--- src/tsp_defines.vh ---
// Purpose: Constants for the temperature sensor serial port.
// Assumes: Included by its bare name from the design files.
// Notes: Offsets are register addresses carried in the command byte.
`ifndef TSP_DEFINES_VH
`define TSP_DEFINES_VH

`define TSP_ADDR_STATUS   3'h0
`define TSP_ADDR_CONFIG   3'h1
`define TSP_ADDR_TEMP     3'h2
`define TSP_ADDR_ID       3'h3
`define TSP_ADDR_TCRIT    3'h4
`define TSP_ADDR_THIGH    3'h6
`define TSP_ADDR_TLOW     3'h7

`define TSP_CMD_RD_BIT    6
`define TSP_CMD_ADDR_HI   5
`define TSP_CMD_ADDR_LO   3

`define TSP_CFG_RES_BIT   7
`define TSP_CFG_MODE_HI   6
`define TSP_CFG_MODE_LO   5
`define TSP_CFG_CMP_BIT   4
`define TSP_CFG_INTPOL    3
`define TSP_CFG_CRIT_POL  2

`define TSP_MODE_NORMAL   2'h0
`define TSP_MODE_ONESHOT  2'h1
`define TSP_MODE_ONESPS   2'h2
`define TSP_MODE_SHUTDOWN 2'h3

`define TSP_CFG_RESET     8'h00
`define TSP_TCRIT_RESET   16'h4980
`define TSP_THIGH_RESET   16'h2000
`define TSP_TLOW_RESET    16'h0500
`define TSP_LOW3_MASK     16'hfff8

`define TSP_CMD_BITS      6'h08
`define TSP_BYTE1_BITS    6'h10
`define TSP_BYTE2_BITS    6'h18
`define TSP_BITS_MAX      6'h3f

`define TSP_ONE_SEC_NS    1000000000
`define TSP_CLK_NS        20

`endif

--- src/tsp_serial_port.v ---
// Purpose: Serial slave port, register file, alert pins and conversion
//          sequencer of a digital temperature sensor.
// Assumes: sclk idles high between transfers; the converter answers each
//          conv_start with one adc_done pulse on ref_clk.
// Notes: Pins are oversampled, so sclk must stay well below ref_clk / 4.
// Summary of operation
// - Read data changes on the falling serial clock edge.
// - Input data is captured on the rising serial clock edge.
// - Serial traffic is honoured only while chip select is low.
// - The data output is released once chip select goes high.
// - The data output is driven after chip select falls.
// - Limit alert starts as active-low interrupt, open-drain, pulling low.
// - Critical alert starts active low, open-drain, pulling low only.
// - Results start in 13-bit format, 0.0625 degrees per step.
// - Four modes: normal, one-shot, one sample per second, shutdown.
// - Config bits 6 to 5 select the mode: 00, 01, 10, 11.
// - Config bit 7 set selects 16-bit results and limits.
// - In interrupt mode any register read clears both alert outputs.
`timescale 1ns/1ps
`default_nettype none
`include "tsp_defines.vh"
module tsp_serial_port #(
    parameter [7:0]  DEVICE_ID  = 8'hc5,
    parameter [31:0] SPS_CYCLES = `TSP_ONE_SEC_NS / `TSP_CLK_NS
) (
    input  wire        ref_clk,
    input  wire        nrst,
    input  wire        sclk,
    input  wire        cs_n,
    input  wire        din,
    output reg         dout,
    output reg         dout_oe,
    output reg         limit_alert_o,
    output reg         limit_alert_oe,
    output reg         critical_alert_o,
    output reg         critical_alert_oe,
    input  wire [15:0] adc_code,
    input  wire        adc_done,
    output reg         conv_start,
    output reg         conv_busy,
    output reg  [1:0]  conv_mode
);
    // DEVICE_ID default is arbitrary.
    localparam CV_IDLE = 2'h0;
    localparam CV_BUSY = 2'h1;
    localparam CV_WAIT = 2'h2;

    wire [2:0] pins_s;
    // Reset values match the idle pins, so no false select or edge follows.
    tsp_sync #(.W(3), .INIT(3'h6)) u_sync (
        .ref_clk (ref_clk),
        .nrst    (nrst),
        .d       ({cs_n, sclk, din}),
        .q       (pins_s)
    );
    wire cs_s   = pins_s[2];
    wire sclk_s = pins_s[1];
    wire din_s  = pins_s[0];

    reg        sclk_d;
    reg  [5:0] bit_cnt;
    reg  [7:0] cmd;
    reg  [15:0] rx;
    reg  [15:0] tx;
    reg  [7:0] cfg;
    reg  [15:0] temp;
    reg  [15:0] tcrit;
    reg  [15:0] thigh;
    reg  [15:0] tlow;
    reg  [2:0] flags;
    reg        int_act;
    reg        crit_act;
    reg  [1:0] cv_state;
    reg  [31:0] pace;
    reg        oneshot_req;

    wire sclk_rise = sclk_s & ~sclk_d;
    wire sclk_fall = ~sclk_s & sclk_d;
    wire active    = ~cs_s;
    wire rx_rise   = active & sclk_rise;
    wire [7:0]  shift_byte = {rx[6:0], din_s};
    wire [15:0] shift_word = {rx[14:0], din_s};
    wire [5:0]  next_bits  = bit_cnt + 6'h01;
    wire        cmd_done   = rx_rise && (next_bits == `TSP_CMD_BITS);
    wire        cmd_rd     = shift_byte[`TSP_CMD_RD_BIT];
    wire [2:0]  cmd_addr   = shift_byte[`TSP_CMD_ADDR_HI:`TSP_CMD_ADDR_LO];
    wire [2:0]  wr_addr    = cmd[`TSP_CMD_ADDR_HI:`TSP_CMD_ADDR_LO];
    wire        wr_word    = (wr_addr == `TSP_ADDR_TCRIT) ||
                             (wr_addr == `TSP_ADDR_THIGH) ||
                             (wr_addr == `TSP_ADDR_TLOW);
    wire        wr_phase   = rx_rise && !cmd[`TSP_CMD_RD_BIT];
    wire        wr_byte    = wr_phase && (next_bits == `TSP_BYTE1_BITS) &&
                             !wr_word;
    wire        wr_full    = wr_phase && (next_bits == `TSP_BYTE2_BITS) &&
                             wr_word;
    wire        any_read   = cmd_done && cmd_rd;
    wire        cfg_write  = wr_byte && (wr_addr == `TSP_ADDR_CONFIG);
    wire [1:0]  mode       = cfg[`TSP_CFG_MODE_HI:`TSP_CFG_MODE_LO];
    wire        res16      = cfg[`TSP_CFG_RES_BIT];
    wire        cmp_mode   = cfg[`TSP_CFG_CMP_BIT];

    // In 13-bit mode the three low bits are flags, so the compare drops them.
    wire [15:0] cmp_mask = res16 ? 16'hffff : `TSP_LOW3_MASK;
    wire signed [15:0] t_m = $signed(adc_code & cmp_mask);
    wire over_crit = t_m >= $signed(tcrit & cmp_mask);
    wire over_high = t_m >  $signed(thigh & cmp_mask);
    wire under_low = t_m <  $signed(tlow & cmp_mask);

    reg [15:0] rd_data;
    always @* begin
        case (cmd_addr)
            `TSP_ADDR_STATUS: rd_data = {conv_busy, 4'h0, flags, 8'h00};
            `TSP_ADDR_CONFIG: rd_data = {cfg, 8'h00};
            `TSP_ADDR_TEMP:   rd_data = temp;
            `TSP_ADDR_ID:     rd_data = {DEVICE_ID, 8'h00};
            `TSP_ADDR_TCRIT:  rd_data = tcrit;
            `TSP_ADDR_THIGH:  rd_data = thigh;
            `TSP_ADDR_TLOW:   rd_data = tlow;
            default:          rd_data = 16'h0000;
        endcase
    end

    // Serial shifter: bytes MSB first, command byte first.
    always @(posedge ref_clk or negedge nrst) begin
        if (!nrst) begin
            sclk_d  <= 1'b1;
            bit_cnt <= 6'h00;
            cmd     <= 8'h00;
            rx      <= 16'h0000;
            tx      <= 16'h0000;
            dout    <= 1'b0;
            dout_oe <= 1'b0;
        end else begin
            sclk_d  <= sclk_s;
            dout_oe <= active;
            if (!active) begin
                bit_cnt <= 6'h00;
                cmd     <= 8'h00;
                dout    <= 1'b0;
            end else begin
                if (rx_rise) begin
                    rx <= shift_word;
                    if (bit_cnt != `TSP_BITS_MAX)
                        bit_cnt <= next_bits;
                    if (cmd_done) begin
                        cmd <= shift_byte;
                        tx  <= cmd_rd ? rd_data : 16'h0000;
                    end
                end
                if (sclk_fall && cmd[`TSP_CMD_RD_BIT]) begin
                    dout <= tx[15];
                    tx   <= {tx[14:0], 1'b0};
                end
            end
        end
    end

    // Register writes and the result register.
    always @(posedge ref_clk or negedge nrst) begin
        if (!nrst) begin
            cfg   <= `TSP_CFG_RESET;
            tcrit <= `TSP_TCRIT_RESET;
            thigh <= `TSP_THIGH_RESET;
            tlow  <= `TSP_TLOW_RESET;
            temp  <= 16'h0000;
            flags <= 3'h0;
        end else begin
            if (cfg_write)
                cfg <= shift_byte;
            if (wr_full && wr_addr == `TSP_ADDR_TCRIT)
                tcrit <= shift_word;
            if (wr_full && wr_addr == `TSP_ADDR_THIGH)
                thigh <= shift_word;
            if (wr_full && wr_addr == `TSP_ADDR_TLOW)
                tlow <= shift_word;
            if (adc_done) begin
                flags <= {over_crit, over_high, under_low};
                if (res16)
                    temp <= adc_code;
                else
                    temp <= {adc_code[15:3], over_crit, over_high,
                             under_low};
            end
        end
    end

    // Alerts. A new event in the same cycle as a clearing read wins.
    always @(posedge ref_clk or negedge nrst) begin
        if (!nrst) begin
            int_act           <= 1'b0;
            crit_act          <= 1'b0;
            limit_alert_o     <= 1'b0;
            limit_alert_oe    <= 1'b0;
            critical_alert_o  <= 1'b0;
            critical_alert_oe <= 1'b0;
        end else begin
            if (adc_done && (over_high || under_low))
                int_act <= 1'b1;
            else if (cmp_mode && adc_done)
                int_act <= 1'b0;
            else if ((!cmp_mode && any_read) || cfg_write)
                int_act <= 1'b0;
            if (adc_done && over_crit)
                crit_act <= 1'b1;
            else if (cmp_mode && adc_done)
                crit_act <= 1'b0;
            else if ((!cmp_mode && any_read) || cfg_write)
                crit_act <= 1'b0;
            // Open drain: only ever pull low, never drive high.
            limit_alert_o     <= 1'b0;
            critical_alert_o  <= 1'b0;
            limit_alert_oe    <= int_act ^ cfg[`TSP_CFG_INTPOL];
            critical_alert_oe <= crit_act ^ cfg[`TSP_CFG_CRIT_POL];
        end
    end

    // Conversion sequencer, driven by the mode field, one-shot config writes and adc_done.
    always @(posedge ref_clk or negedge nrst) begin
        if (!nrst) begin
            cv_state    <= CV_IDLE;
            pace        <= 32'h0000_0000;
            conv_start  <= 1'b0;
            conv_busy   <= 1'b0;
            conv_mode   <= `TSP_MODE_NORMAL;
            oneshot_req <= 1'b0;
        end else begin
            conv_mode  <= mode;
            conv_start <= 1'b0;
            if (cfg_write &&
                shift_byte[`TSP_CFG_MODE_HI:`TSP_CFG_MODE_LO] ==
                `TSP_MODE_ONESHOT)
                oneshot_req <= 1'b1;
            if (pace != 32'h0000_0000)
                pace <= pace - 32'h0000_0001;
            case (cv_state)
                CV_IDLE: begin
                    if (mode == `TSP_MODE_NORMAL ||
                        mode == `TSP_MODE_ONESPS ||
                        (mode == `TSP_MODE_ONESHOT && oneshot_req)) begin
                        conv_start  <= 1'b1;
                        conv_busy   <= 1'b1;
                        oneshot_req <= 1'b0;
                        pace        <= SPS_CYCLES;
                        cv_state    <= CV_BUSY;
                    end
                end
                CV_BUSY: begin
                    if (adc_done) begin
                        conv_busy <= 1'b0;
                        cv_state  <= (mode == `TSP_MODE_ONESPS) ?
                                     CV_WAIT : CV_IDLE;
                    end
                end
                CV_WAIT: begin
                    if (mode != `TSP_MODE_ONESPS ||
                        pace == 32'h0000_0000)
                        cv_state <= CV_IDLE;
                end
                default: cv_state <= CV_IDLE;
            endcase
        end
    end
endmodule // tsp_serial_port
`default_nettype wire

--- src/tsp_sync.v ---
// Purpose: Two-stage synchroniser, one stage pair per bit.
// Assumes: Inputs are asynchronous to ref_clk.
// Notes: Only the second stage is visible outside.
`timescale 1ns/1ps
`default_nettype none
module tsp_sync #(
    parameter W = 3,
    parameter [2:0] INIT = 3'h0
) (
    input  wire         ref_clk,
    input  wire         nrst,
    input  wire [W-1:0] d,
    output wire [W-1:0] q
);
    reg [W-1:0] meta;
    reg [W-1:0] stab;
    genvar i;
    generate
        for (i = 0; i < W; i = i + 1) begin : g_bit
            always @(posedge ref_clk or negedge nrst) begin
                if (!nrst) begin
                    meta[i] <= INIT[i];
                    stab[i] <= INIT[i];
                end else begin
                    meta[i] <= d[i];
                    stab[i] <= meta[i];
                end
            end
        end
    endgenerate
    assign q = stab;
endmodule // tsp_sync
`default_nettype wire

--- config.mk ---
export PLATFORM = sky130hd
export DESIGN_NAME = tsp_serial_port
export DESIGN_NICKNAME = d
export VERILOG_FILES = /design/src/tsp_serial_port.v /design/src/tsp_sync.v
export VERILOG_INCLUDE_DIRS = /design/src
export SDC_FILE = /design/constraint.sdc
export NUM_CORES = 1
export LEC_CHECK = 0
export BUFFER_PORTS_ARGS = -buffer_cell sky130_fd_sc_hd__clkbuf_2
export CAP_MARGIN = 20
export CORE_ASPECT_RATIO = 1.25
export CORE_MARGIN = 8
export CORE_UTILIZATION = 69
export CTS_BUF_LIST = sky130_fd_sc_hd__clkbuf_2 sky130_fd_sc_hd__clkbuf_4 sky130_fd_sc_hd__clkbuf_8
export DETAILED_ROUTE_END_ITERATION = 16
export PLACE_DENSITY = 0.88
export SLEW_MARGIN = 5
export SYNTH_ARGS = -nofsm -noshare
export SYNTH_HDL_FRONTEND = slang
export SYNTH_SLANG_ARGS = --single-unit
--- constraint.sdc ---
create_clock -name ref_clk -period 5.9 [get_ports ref_clk]
set_clock_uncertainty 0.2 [all_clocks]
set_input_delay 0.295 -clock ref_clk [delete_from_list [all_inputs] [get_ports ref_clk]]
set_output_delay 0.295 -clock ref_clk [all_outputs]
set_load 0.02 [all_outputs]
; Word-level counts from Yosys, hierarchy flattened
; Cells that the tools add are included.
[word_totals]
in_bits = 22
ramBits = 0
out_inout_bits = 10
mem_bits_ro = 0
regBits = 171
word_cells = 152
memories = 0
latch_bits = 0
[classes]
add_sub_neg = 2
n_shift = 0
div_mod_pow = 0
n_bitwise = 12
n_eq_ne = 23
n_reduce_logical = 48
mul = 0
mux = 35
magnitude_cmp = 3
[op_table]
columns = cell, n
row1 = case mux 16 bit (7 select lines), 1
row2 = two-way mux 32 bit, 3
row3 = AND 16 bit, 4
row4 = two-way mux 16 bit, 4
row5 = zero test 32 bit, 1
row6 = nonzero test 32 bit, 1
row7 = subtractor 32 x 1 -> 32 bit (second input constant), 1
row8 = two-way mux 7 bit, 3
row9 = equality test 3 bit (second input constant), 6
row10 = logical AND 1 bit, 18
row11 = two-way mux 6 bit, 3
row12 = greater-or-equal comparator 16 bit, 1
row13 = > comparator 16 bit, 1
row14 = < comparator 16 bit, 1
row15 = nonzero test 2 bit, 7
row16 = two-way mux 1 bit, 13
row17 = equality test 6 x 5 -> 1 bit (second input constant), 2
row18 = AND reduction 3 bit, 3
row19 = two-way mux 2 bit, 4
row20 = inequality test 2 bit (second input constant), 4
row21 = logical OR 1 bit, 7
row22 = adder 6 x 1 -> 6 bit (second input constant), 1
row23 = equality test 2 x 1 -> 1 bit (second input constant), 3
row24 = equality test 3 x 1 -> 1 bit (second input constant), 2
row25 = other kinds (15), 29

; Depth between registers and ports, before layout
; Gate-level depths: netlist (run 1).
[logic_depth]
word_depth = 11
mapped_depth = 10
ltp_nobuf = 8

; By module
; From an unflattened synthesis (run 1), not the netlist that was laid out.
[unflattened]
hier_cells = 866
area_unflattened_um2 = 8898.5
[by_module_without_submodules]
columns = mod, area_per_inst_um2, n_inst, cells_each, seq_area_each_um2
row1 = tsp_serial_port, 8743.4, 1, 860, 4063.9
row2 = tsp_sync, 155.1, 1, 6, 155.1

; Worst setup path after synthesis (run 1)
; OpenSTA, ideal clock, no wires.
[synth_path]
path_type = reg2reg
startpoint = reg bit_cnt[0]
endpoint = reg thigh[10]
setup_ps = 125
slack_ps = 3064
stages_incl_launch_ff = 10
n_path_buf = 2
synth_period_minus_slack_ps = 2836
arrival_time_ps = 2511
t_required_ps = 5575
cell_sequence = dfrtp_1 ha_1 and3_1 xor2_1 nand2_1 nor3_1 and4b_1 clkbuf_1 buf_1 mux2_2
[synth_between]
elab_chain_len = 5
[synth_lines]
columns = item, line
row1 = from (decl), tsp_serial_port.v:61  ; reg [5:0] bit_cnt;
row2 = from (signal assigned), tsp_serial_port.v:144  ; bit_cnt <= next_bits;
row3 = adder 6 x 1 -> 6 bit, tsp_serial_port.v:83  ; wire [5:0] next_bits = bit_cnt + 6'h01;
row4 = equality test 6 x 5 -> 1 bit (no line), n/a
row5 = logical AND 1 bit (2 in series), tsp_serial_port.v:94  ; wire wr_full = wr_phase && (next_bits == `TSP_BYTE2_BITS) &&
row6 = logical AND 1 bit (no line), n/a
row7 = to (signal assigned), tsp_serial_port.v:163  ; thigh <= `TSP_THIGH_RESET;
row8 = to (signal assigned), tsp_serial_port.v:173  ; thigh <= shift_word;
row9 = to (decl), tsp_serial_port.v:68  ; reg [15:0] thigh;
; No other way between the ends.
; A chain may end at the register's enable or synchronous reset.

; Final worst setup path (run 1)
[layout_path]
startpoint = reg u_sync.stab[1] (netlist: u_sync.q[1])
endpoint = reg thigh[9]
[layout_between]
elab_chain_len = 6
[layout_lines]
columns = item, line
row1 = from (decl), tsp_sync.v:16  ; reg [W-1:0] stab;
row2 = "from (signal, indexed assignment)", tsp_sync.v:23  ; stab[i] <= INIT[i];
row3 = "from (signal, indexed assignment)", tsp_sync.v:26  ; stab[i] <= meta[i];
row4 = AND 1 bit, tsp_serial_port.v:77  ; wire sclk_rise = sclk_s & ~sclk_d;
row5 = AND 1 bit, tsp_serial_port.v:80  ; wire rx_rise = active & sclk_rise;
row6 = logical AND 1 bit, tsp_serial_port.v:91  ; wire wr_phase = rx_rise && !cmd[`TSP_CMD_RD_BIT];
row7 = logical AND 1 bit (2 in series), tsp_serial_port.v:94
row8 = logical AND 1 bit (no line), n/a
; No other way between the ends.

==> out/metrics.yaml, run 1 <==
ios: 32
synthCells: 866
critical_path.slowest_cell: "and4b_1"
cts_tree: "yes"
status: "finished clean"
grt_pass1_wl_um: 36400
rsz0062_at_grt: "no"
synth_edf_count: 0
maxCapViolCount: 0
layout.nets: 963
critical_path_required_ns: 6.05
internal_power_mw: 1.79
setup_viol: 0
fin_crit_ns: 3.48
min_period_over_period_pct: 58.9
area_growth_pct: 9.45
die_y_um: 143
grt_max_degree: 102
ys.flop_type: "dfrtp_1"
yosysUniqueCellTypes: 68
p_leak_nw: 4.09
totalWireLength_um: 22200
clkPwrFrac_pct: 32.2
clock_path_buffers: 2
start_util_pct: 70.3
slew_violations: 0
vias: 6958
peakVddDrop_uv: 234
slowest_delay_ns: 0.90
hold_viol: 0
dp_hpwl_um: 15300
cp_max_fo: 20
clock-root-buffer: "clkbuf_8"
post-cts-setup-buffers: 0
avgSynthCellArea_um2: 10.3
path_class: "register to register"
p_per_area_nw_per_um2: 267
io_buffers: 29
cts.sinks: 168
tightest_slew_ns: 1.01
path_clk_slew_ns: 0.09
finalPower_mw: 2.60
htreeDepth: 4
hold_slack_ns: 0.0496
wl_per_cell_um: 20.6
fp.dieW_um: 118
synthArstFlopShare_pct: 100
core_area_um2: 12700
worstPathArrival_ns: 3.62
sw_frac_of_total_pct: 31.2
die_area_um2: 16800
grt_usage_pct: 27.3
crit_path_start_kind: "register"
routabilityCongestion: 0.942
fillCellCount: 838
cts_buffers: 17
vias_per_cell: 6.46
yosysSeqAreaShare_pct: 47.4
tns_ns: 0
max_freq_ghz: 0.288
timing.critical_path.buf_inv: 0
yosysWarnings: 0
sequentialPowerShare_pct: 50.5
antenna_left: 0
layout-drive-gt1-share_pct: 18.5
placed_area_um2: 9160
net-switching-power_mw: 0.810
hold_class: "input port to register"
synth.ff_latch_count: 168
grt_antenna_before_repair: 0
power_frac_comb_pct: 17.3
drc_errors: 0
grt_pass1_vias: 7050
syn_area_um2: 8900
end_kind: "register"
detail_route.iter0.violations: 708
rows: 46
drt_pass1_iterations: 7
worstSkewPairLatency_ns: 0.47
overflow: 0
final_cell_area_um2: 9740
path_cells: "nor3b_4 > nand3_1 > nor2_1 > and4b_1 > mux2_2"
maxSlewHeadroom_pct: 32.9
critPathTopFamily: "simple AND/OR/NAND/NOR gates"
## timing repair
action / 4_1_cts / 5_1_grt
hold buffers: 17 / 0
gates resized for setup: 0 / 0
hold endpoints to repair: 106 / 0
## path summary, 6_finish.rpt
kind / start / cells past startpoint / endpoint / slack [ns]
min in group asynchronous: nrst / 2 / pace[30] / 0.29
worst min-delay path: adc_code[1] / 3 / temp[1] / 0.05
worst max register to register: u_sync.q[1] / 5 / thigh[9] / 2.42
worst min register to register: u_sync.meta[2] / 0 / u_sync.q[2] / 0.16
worst max-delay path: u_sync.q[1] / 5 / thigh[9] / 2.42
max in group asynchronous: nrst / 3 / tx[10] / 3.79
## metal layers
metal / global-route usage (%) / wire length [um]
met1: 32.3 / 8740
met2: 45.9 / 10900
met3: 6.52 / 1690
met4: 13.5 / 877
met5: 0 / 0
## cells by family after synthesis
kind of cell / share of synthesized area (%)
buffers and inverters: 4.50
AO/OA/AOI/OAI: 12.1
adder cells (fa/ha/maj): 6.44
other: 0.0421
XOR/XNOR: 3.25
AND/OR/NAND/NOR: 14.9
multiplexers: 11.4
flip-flops: 47.4
## layout make-up
type	instances	area (um2)	area share (%)
Multi-Input combinational cell	597	4310	44.3
Sequential cell	168	4220	43.3
Timing Repair Buffer	52	367	3.76
Clock buffer	21	283	2.90
Inverter	60	225	2.31
Tap cell	168	210	2.16
Clock inverter	10	120	1.23
Antenna cell	1	2.50	0.0257
## power by group through the flow
| stage | clock network (mW) | logic (mW) | registers (mW) |
|---|---|---|---|
| after CTS | 0.841 | 0.443 | 1.31 |
| after detailed placement | 0 | 0.430 | 1.33 |
| after global placement | 0 | 0.415 | 1.32 |
| after global routing | 0.883 | 0.493 | 1.32 |
| after floorplan | 0 | 0.316 | 1.28 |
| final | 0.836 | 0.450 | 1.31 |
## placed cells by master (no fill, tap or decap), types with 5 or more instances in the layout
master,netlist,layout
a22oi_1,13,13
mux2_2,68,68
a221oi_1,6,6
inv_1,58,58
nor3_1,16,16
a211oi_1,10,10
xnor2_1,22,22
clkbuf_2,0,28
buf_4,2,6
nand2_1,69,69
nand2b_1,12,12
nand3_1,22,22
nor4_1,8,8
o211ai_1,9,9
nand4_1,8,8
xor2_1,11,11
dlygate4sd3_1,0,17
dfrtp_1,156,156
mux2i_1,23,23
dfstp_2,12,12
a21oi_1,45,44
clkbuf_8,0,20
ha_1,45,45
and3_1,5,5
and2_1,7,7
or3_1,9,9
nor2_1,63,63
nand3b_1,6,6
o21ai_0,47,47
## tightest hold or removal path, cell delays in order
cell      delay [ns]
clkbuf_2        0.19
nand3_1         0.10
o221ai_1        0.08
## cells in the mapped netlist (all sizes together), types with 12 or more instances
library cell  count  area [um2]
a21oi            45         225
a22oi            13        97.6
clkbuf           36         135
dfrtp           156        3900
dfstp            12         315
ha               45         563
inv              59         221
mux2             68         766
mux2i            23         230
nand2            69         259
nand2b           12        75.1
nand3            22         110
nor2             67         262
nor3             18         100
nor4             12         126
o21ai            47         235
xnor2            22         193
## stage by stage
stage / std cells / util (%) / setup WS, ns
2_1_floorplan: 867 / - / 3.06
3_3_place_gp: 1028 / 72.3 / 2.36
3_5_place_dp: 1028 / 72.3 / 2.17
4_1_cts: 1076 / 76.8 / 2.13
5_1_grt: 1076 / 76.9 / 2.21
6_report: 1077 / 76.9 / 2.42
## flip-flops by register name, summed over array words and instances (netlist names), 4 cells and up
signal / count
thigh: 16
cfg: 8
tlow: 16
temp: 16
pace: 32
rx: 15
bit_cnt: 6
cmd: 4
tcrit: 16
tx: 16
No activity file was read; power rests on OpenSTA's default activity.
==> run 2: changes to the inputs <==
--- a/config.mk
+++ b/config.mk
@@ -6,14 +6,15 @@
 export SDC_FILE = /design/constraint.sdc
 export NUM_CORES = 1
 export LEC_CHECK = 0
+export ABC_AREA = 1
 export BUFFER_PORTS_ARGS = -buffer_cell sky130_fd_sc_hd__clkbuf_2
 export CAP_MARGIN = 20
 export CORE_ASPECT_RATIO = 1.25
 export CORE_MARGIN = 8
-export CORE_UTILIZATION = 69
+export CORE_UTILIZATION = 58
 export CTS_BUF_LIST = sky130_fd_sc_hd__clkbuf_2 sky130_fd_sc_hd__clkbuf_4 sky130_fd_sc_hd__clkbuf_8
 export DETAILED_ROUTE_END_ITERATION = 16
-export PLACE_DENSITY = 0.88
+export PLACE_DENSITY = 0.79
 export SLEW_MARGIN = 5
 export SYNTH_ARGS = -nofsm -noshare
 export SYNTH_HDL_FRONTEND = slang
==> constraint.sdc (replaced) <==
create_clock -name ref_clk -period 2.86 [get_ports ref_clk]
set_clock_uncertainty 0.2 [all_clocks]
set_input_delay 0.143 -clock ref_clk [delete_from_list [all_inputs] [get_ports ref_clk]]
set_output_delay 0.143 -clock ref_clk [all_outputs]
set_load 0.02 [all_outputs]
==> out/metrics.yaml, run 2 <==
met2_usage_pct: 42.5  # -3.4 points
final_cell_area_um2: 10000  # +2.9%
cts_buffers: 17  # unchanged
r2r_slack_ns: 0.33  # -2.10 ns
timing.critical_path.buf_inv: 0  # unchanged
grt_pass1_wl_um: 39200  # +7.7%
yosysSeqAreaShare_pct: 47.3  # -0.16 points
synth.area.top_cells: "dfrtp_1 44%, nand2_1 11%, o21ai_0 6.4%, ha_1 6.3%, inv_1 6.1%"
end_kind: "register"
fin_crit_ns: 2.53  # -0.943 ns
rows: 50  # +8.7%
synthTopCellsByCount: "258 x nand2_1, 156 x dfrtp_1, 144 x inv_1"
path_depth: 7  # +2
area_growth_pct: 12.2
critPathTopFamily: "simple AND/OR/NAND/NOR gates"
cp_max_fo: 19  # -5.0%
synth_top_cell_by_area: "dfrtp_1"
largest_reg_flops: 32  # unchanged
grt_antenna_before_repair: 0  # unchanged
io_buffers: 29  # unchanged
stdcell_count: 1367  # +27%
hold_viol: 0  # unchanged
final_common_cell: "nand2_1"
final_cell_mix: "258 x nand2_1, 156 x dfrtp_1, 144 x inv_1, 115 x o21ai_0, 90 x nor2_1"
vias: 7812  # +12%
grtUsageMet3_pct: 3.89  # -2.6 points
totalWireLength_um: 23900  # +7.6%
maxCapViolCount: 0  # unchanged
setup_viol: 0  # unchanged
dp_hpwl_um: 18000  # +18%
drc_errors: 0  # unchanged
r2r-end: "oneshot_req"
peakVddDrop_uv: 385  # +65%
top_usage_layer: "met2"
critical_path_required_ns: 3.05  # -3.00 ns
synthArstFlopShare_pct: 100  # unchanged
max_freq_ghz: 0.395  # +37%
yosysUniqueCellTypes: 44  # -35%
finalPower_mw: 5.49  # +110%
path_class: "register to register"
status: "finished clean"
rsz0062_at_grt: "no"
ios: 32  # unchanged
avgSynthCellArea_um2: 8.10  # -21%
synth.ff_latch_count: 168  # unchanged
synth.most_common_cell: "nand2_1"
synthCells: 1102  # +27%
cts_tree: "yes"
drt_pass1_iterations: 6  # -1
cts.sinks: 168  # unchanged
crit_path_start_kind: "register"
ff2ff_path_depth: 7  # +2
tightest_slew_ns: 0.842  # -0.163 ns
detail_route.iter0.violations: 616  # -13%
tns_ns: 0  # unchanged
p_per_area_nw_per_um2: 547  # +110%
antenna_left: 0  # unchanged
synth_top_area_share_pct: 43.7  # -0.15 points
slowest_delay_ns: 0.51  # -0.39 ns
clock_path_buffers: 2  # unchanged
die_area_um2: 19600  # +17%
worstSetupStartpoint: "bit_cnt[0]"
grt_max_degree: 60  # -41%
p_leak_nw: 4.55  # +11%
synth_edf_count: 0  # unchanged
core_area_um2: 15000  # +19%
min_period_over_period_pct: 88.6  # +30 points
syn_area_um2: 8930  # +0.34%
wl_per_cell_um: 17.5  # -15%
hold_class: "input port to asynchronous set/reset pin"
yosysWarnings: 0  # unchanged
num_antenna_cells: 0  # -1
layout.nets: 1239  # +29%
clock-root-buffer: "clkbuf_8"
slew_violations: 0  # unchanged
vias_per_cell: 5.71  # -12%
fp.dieW_um: 127  # +8.0%
routabilityCongestion: 0.983  # +4.4%
path_clk_slew_ns: 0.09  # about the same
top_register: "pace"
path_cells: "ha_1 > nand4_1 > nand2_1 > nor2_1 > nand3_2 > nor3_1 > o21a_1"
grt_pass1_vias: 7739  # +9.8%
htreeDepth: 4  # unchanged
met1_usage_pct: 30.1  # -2.2 points
cts_repair_resize_count: 0  # unchanged
worstSkewPairLatency_ns: 0.45  # -0.02 ns
dpl.cell_count: 1301  # +27%
layout-drive-gt1-share_pct: 9.28  # -9.2 points
die_y_um: 155  # +8.2%
placed_area_um2: 9290  # +1.5%
post-cts-setup-buffers: 0  # unchanged
reg2reg_from: "bit_cnt[0]"
critical_path.slowest_cell: "nor3_1"
grt_usage_pct: 25.4  # -1.9 points
maxSlewHeadroom_pct: 43.4  # +11 points
overflow: 0  # unchanged
fillCellCount: 1268  # +51%
start_util_pct: 59.5  # -11 points
ys.flop_type: "dfrtp_1"
worstPathArrival_ns: 2.73  # -0.89 ns
run 2: cell type report:
class | count | area (um2) | share of cell area, %
clock buffer | 21 | 277 | 2.76
multi-input combinational | 757 | 3990 | 39.8
tap | 182 | 228 | 2.27
inverter | 146 | 548 | 5.47
sequential | 168 | 4220 | 42.1
clock inverter | 11 | 114 | 1.14
timing repair buffer | 82 | 647 | 6.45
run 2: logic make-up (layout without fill, tap and decap cells):
kind of cell / after synthesis / after routing / synth area share [%]
AO/OA/AOI/OAI: 222 / 222 / 13.6
XOR/XNOR: 21 / 21 / 2.06
adder cells (fa/ha/maj): 45 / 45 / 6.31
buffers and inverters: 178 / 260 / 8.10
flip-flops: 168 / 168 / 47.3
other: 1 / 2 / 0.0420
AND/OR/NAND/NOR: 467 / 467 / 22.6
run 2: timing repair:
action / 4_1_cts / 5_1_grt
setup endpoints to repair: 0 / 0
hold buffers: 34 / 0
hold endpoints to repair: 165 / 0
run 2: where the power goes:
part	internal [mW]	switching, mW	total [mW]	leakage (nW)
clock	0.770	0.881	1.65	0.196
sequential	2.53	0.132	2.66	2.16
combinational	0.352	0.825	1.18	2.20
run 2: worst max path at each step:
| stage | end | slack [ns] |
|---|---|---|
| 3_3_place_gp | oneshot_req | 0.33 |
| 6_report | oneshot_req | 0.33 |
| 5_1_grt | oneshot_req | 0.18 |
| 2_1_floorplan | tx[5] | 0.86 |
| 4_1_cts | oneshot_req | 0.34 |
| 3_5_place_dp | oneshot_req | 0.37 |
run 2: worst register-to-register path: stages, from the launching register on:
cell and delay [ns]:
dfrtp_1 0.44, ha_1 0.26, nand4_1 0.17, nand2_1 0.09
nor2_1 0.25, nand3_2 0.39, nor3_1 0.51, o21a_1 0.16
run 2: metrics by stage:
| step | util [%] | setup WS (ns) | hold WS [ns] |
|---|---|---|---|
| 2_1_floorplan | - | 0.856 | -0.353 |
| 3_3_place_gp | 61.9 | 0.327 | -0.0654 |
| 3_5_place_dp | 61.9 | 0.367 | -0.0515 |
| 4_1_cts | 66.8 | 0.344 | 0.0203 |
| 5_1_grt | 66.8 | 0.184 | 0.0325 |
| 6_report | 66.8 | 0.325 | 0.0105 |
run 2: per-layer routing:
layer | part of all wire [%] | up-vias
li1 | - | 3764
met1 | 40 | 3652
met2 | 49 | 308
met3 | 5.4 | 88
met4 | 5.5 | 0
met5 | 0 | -
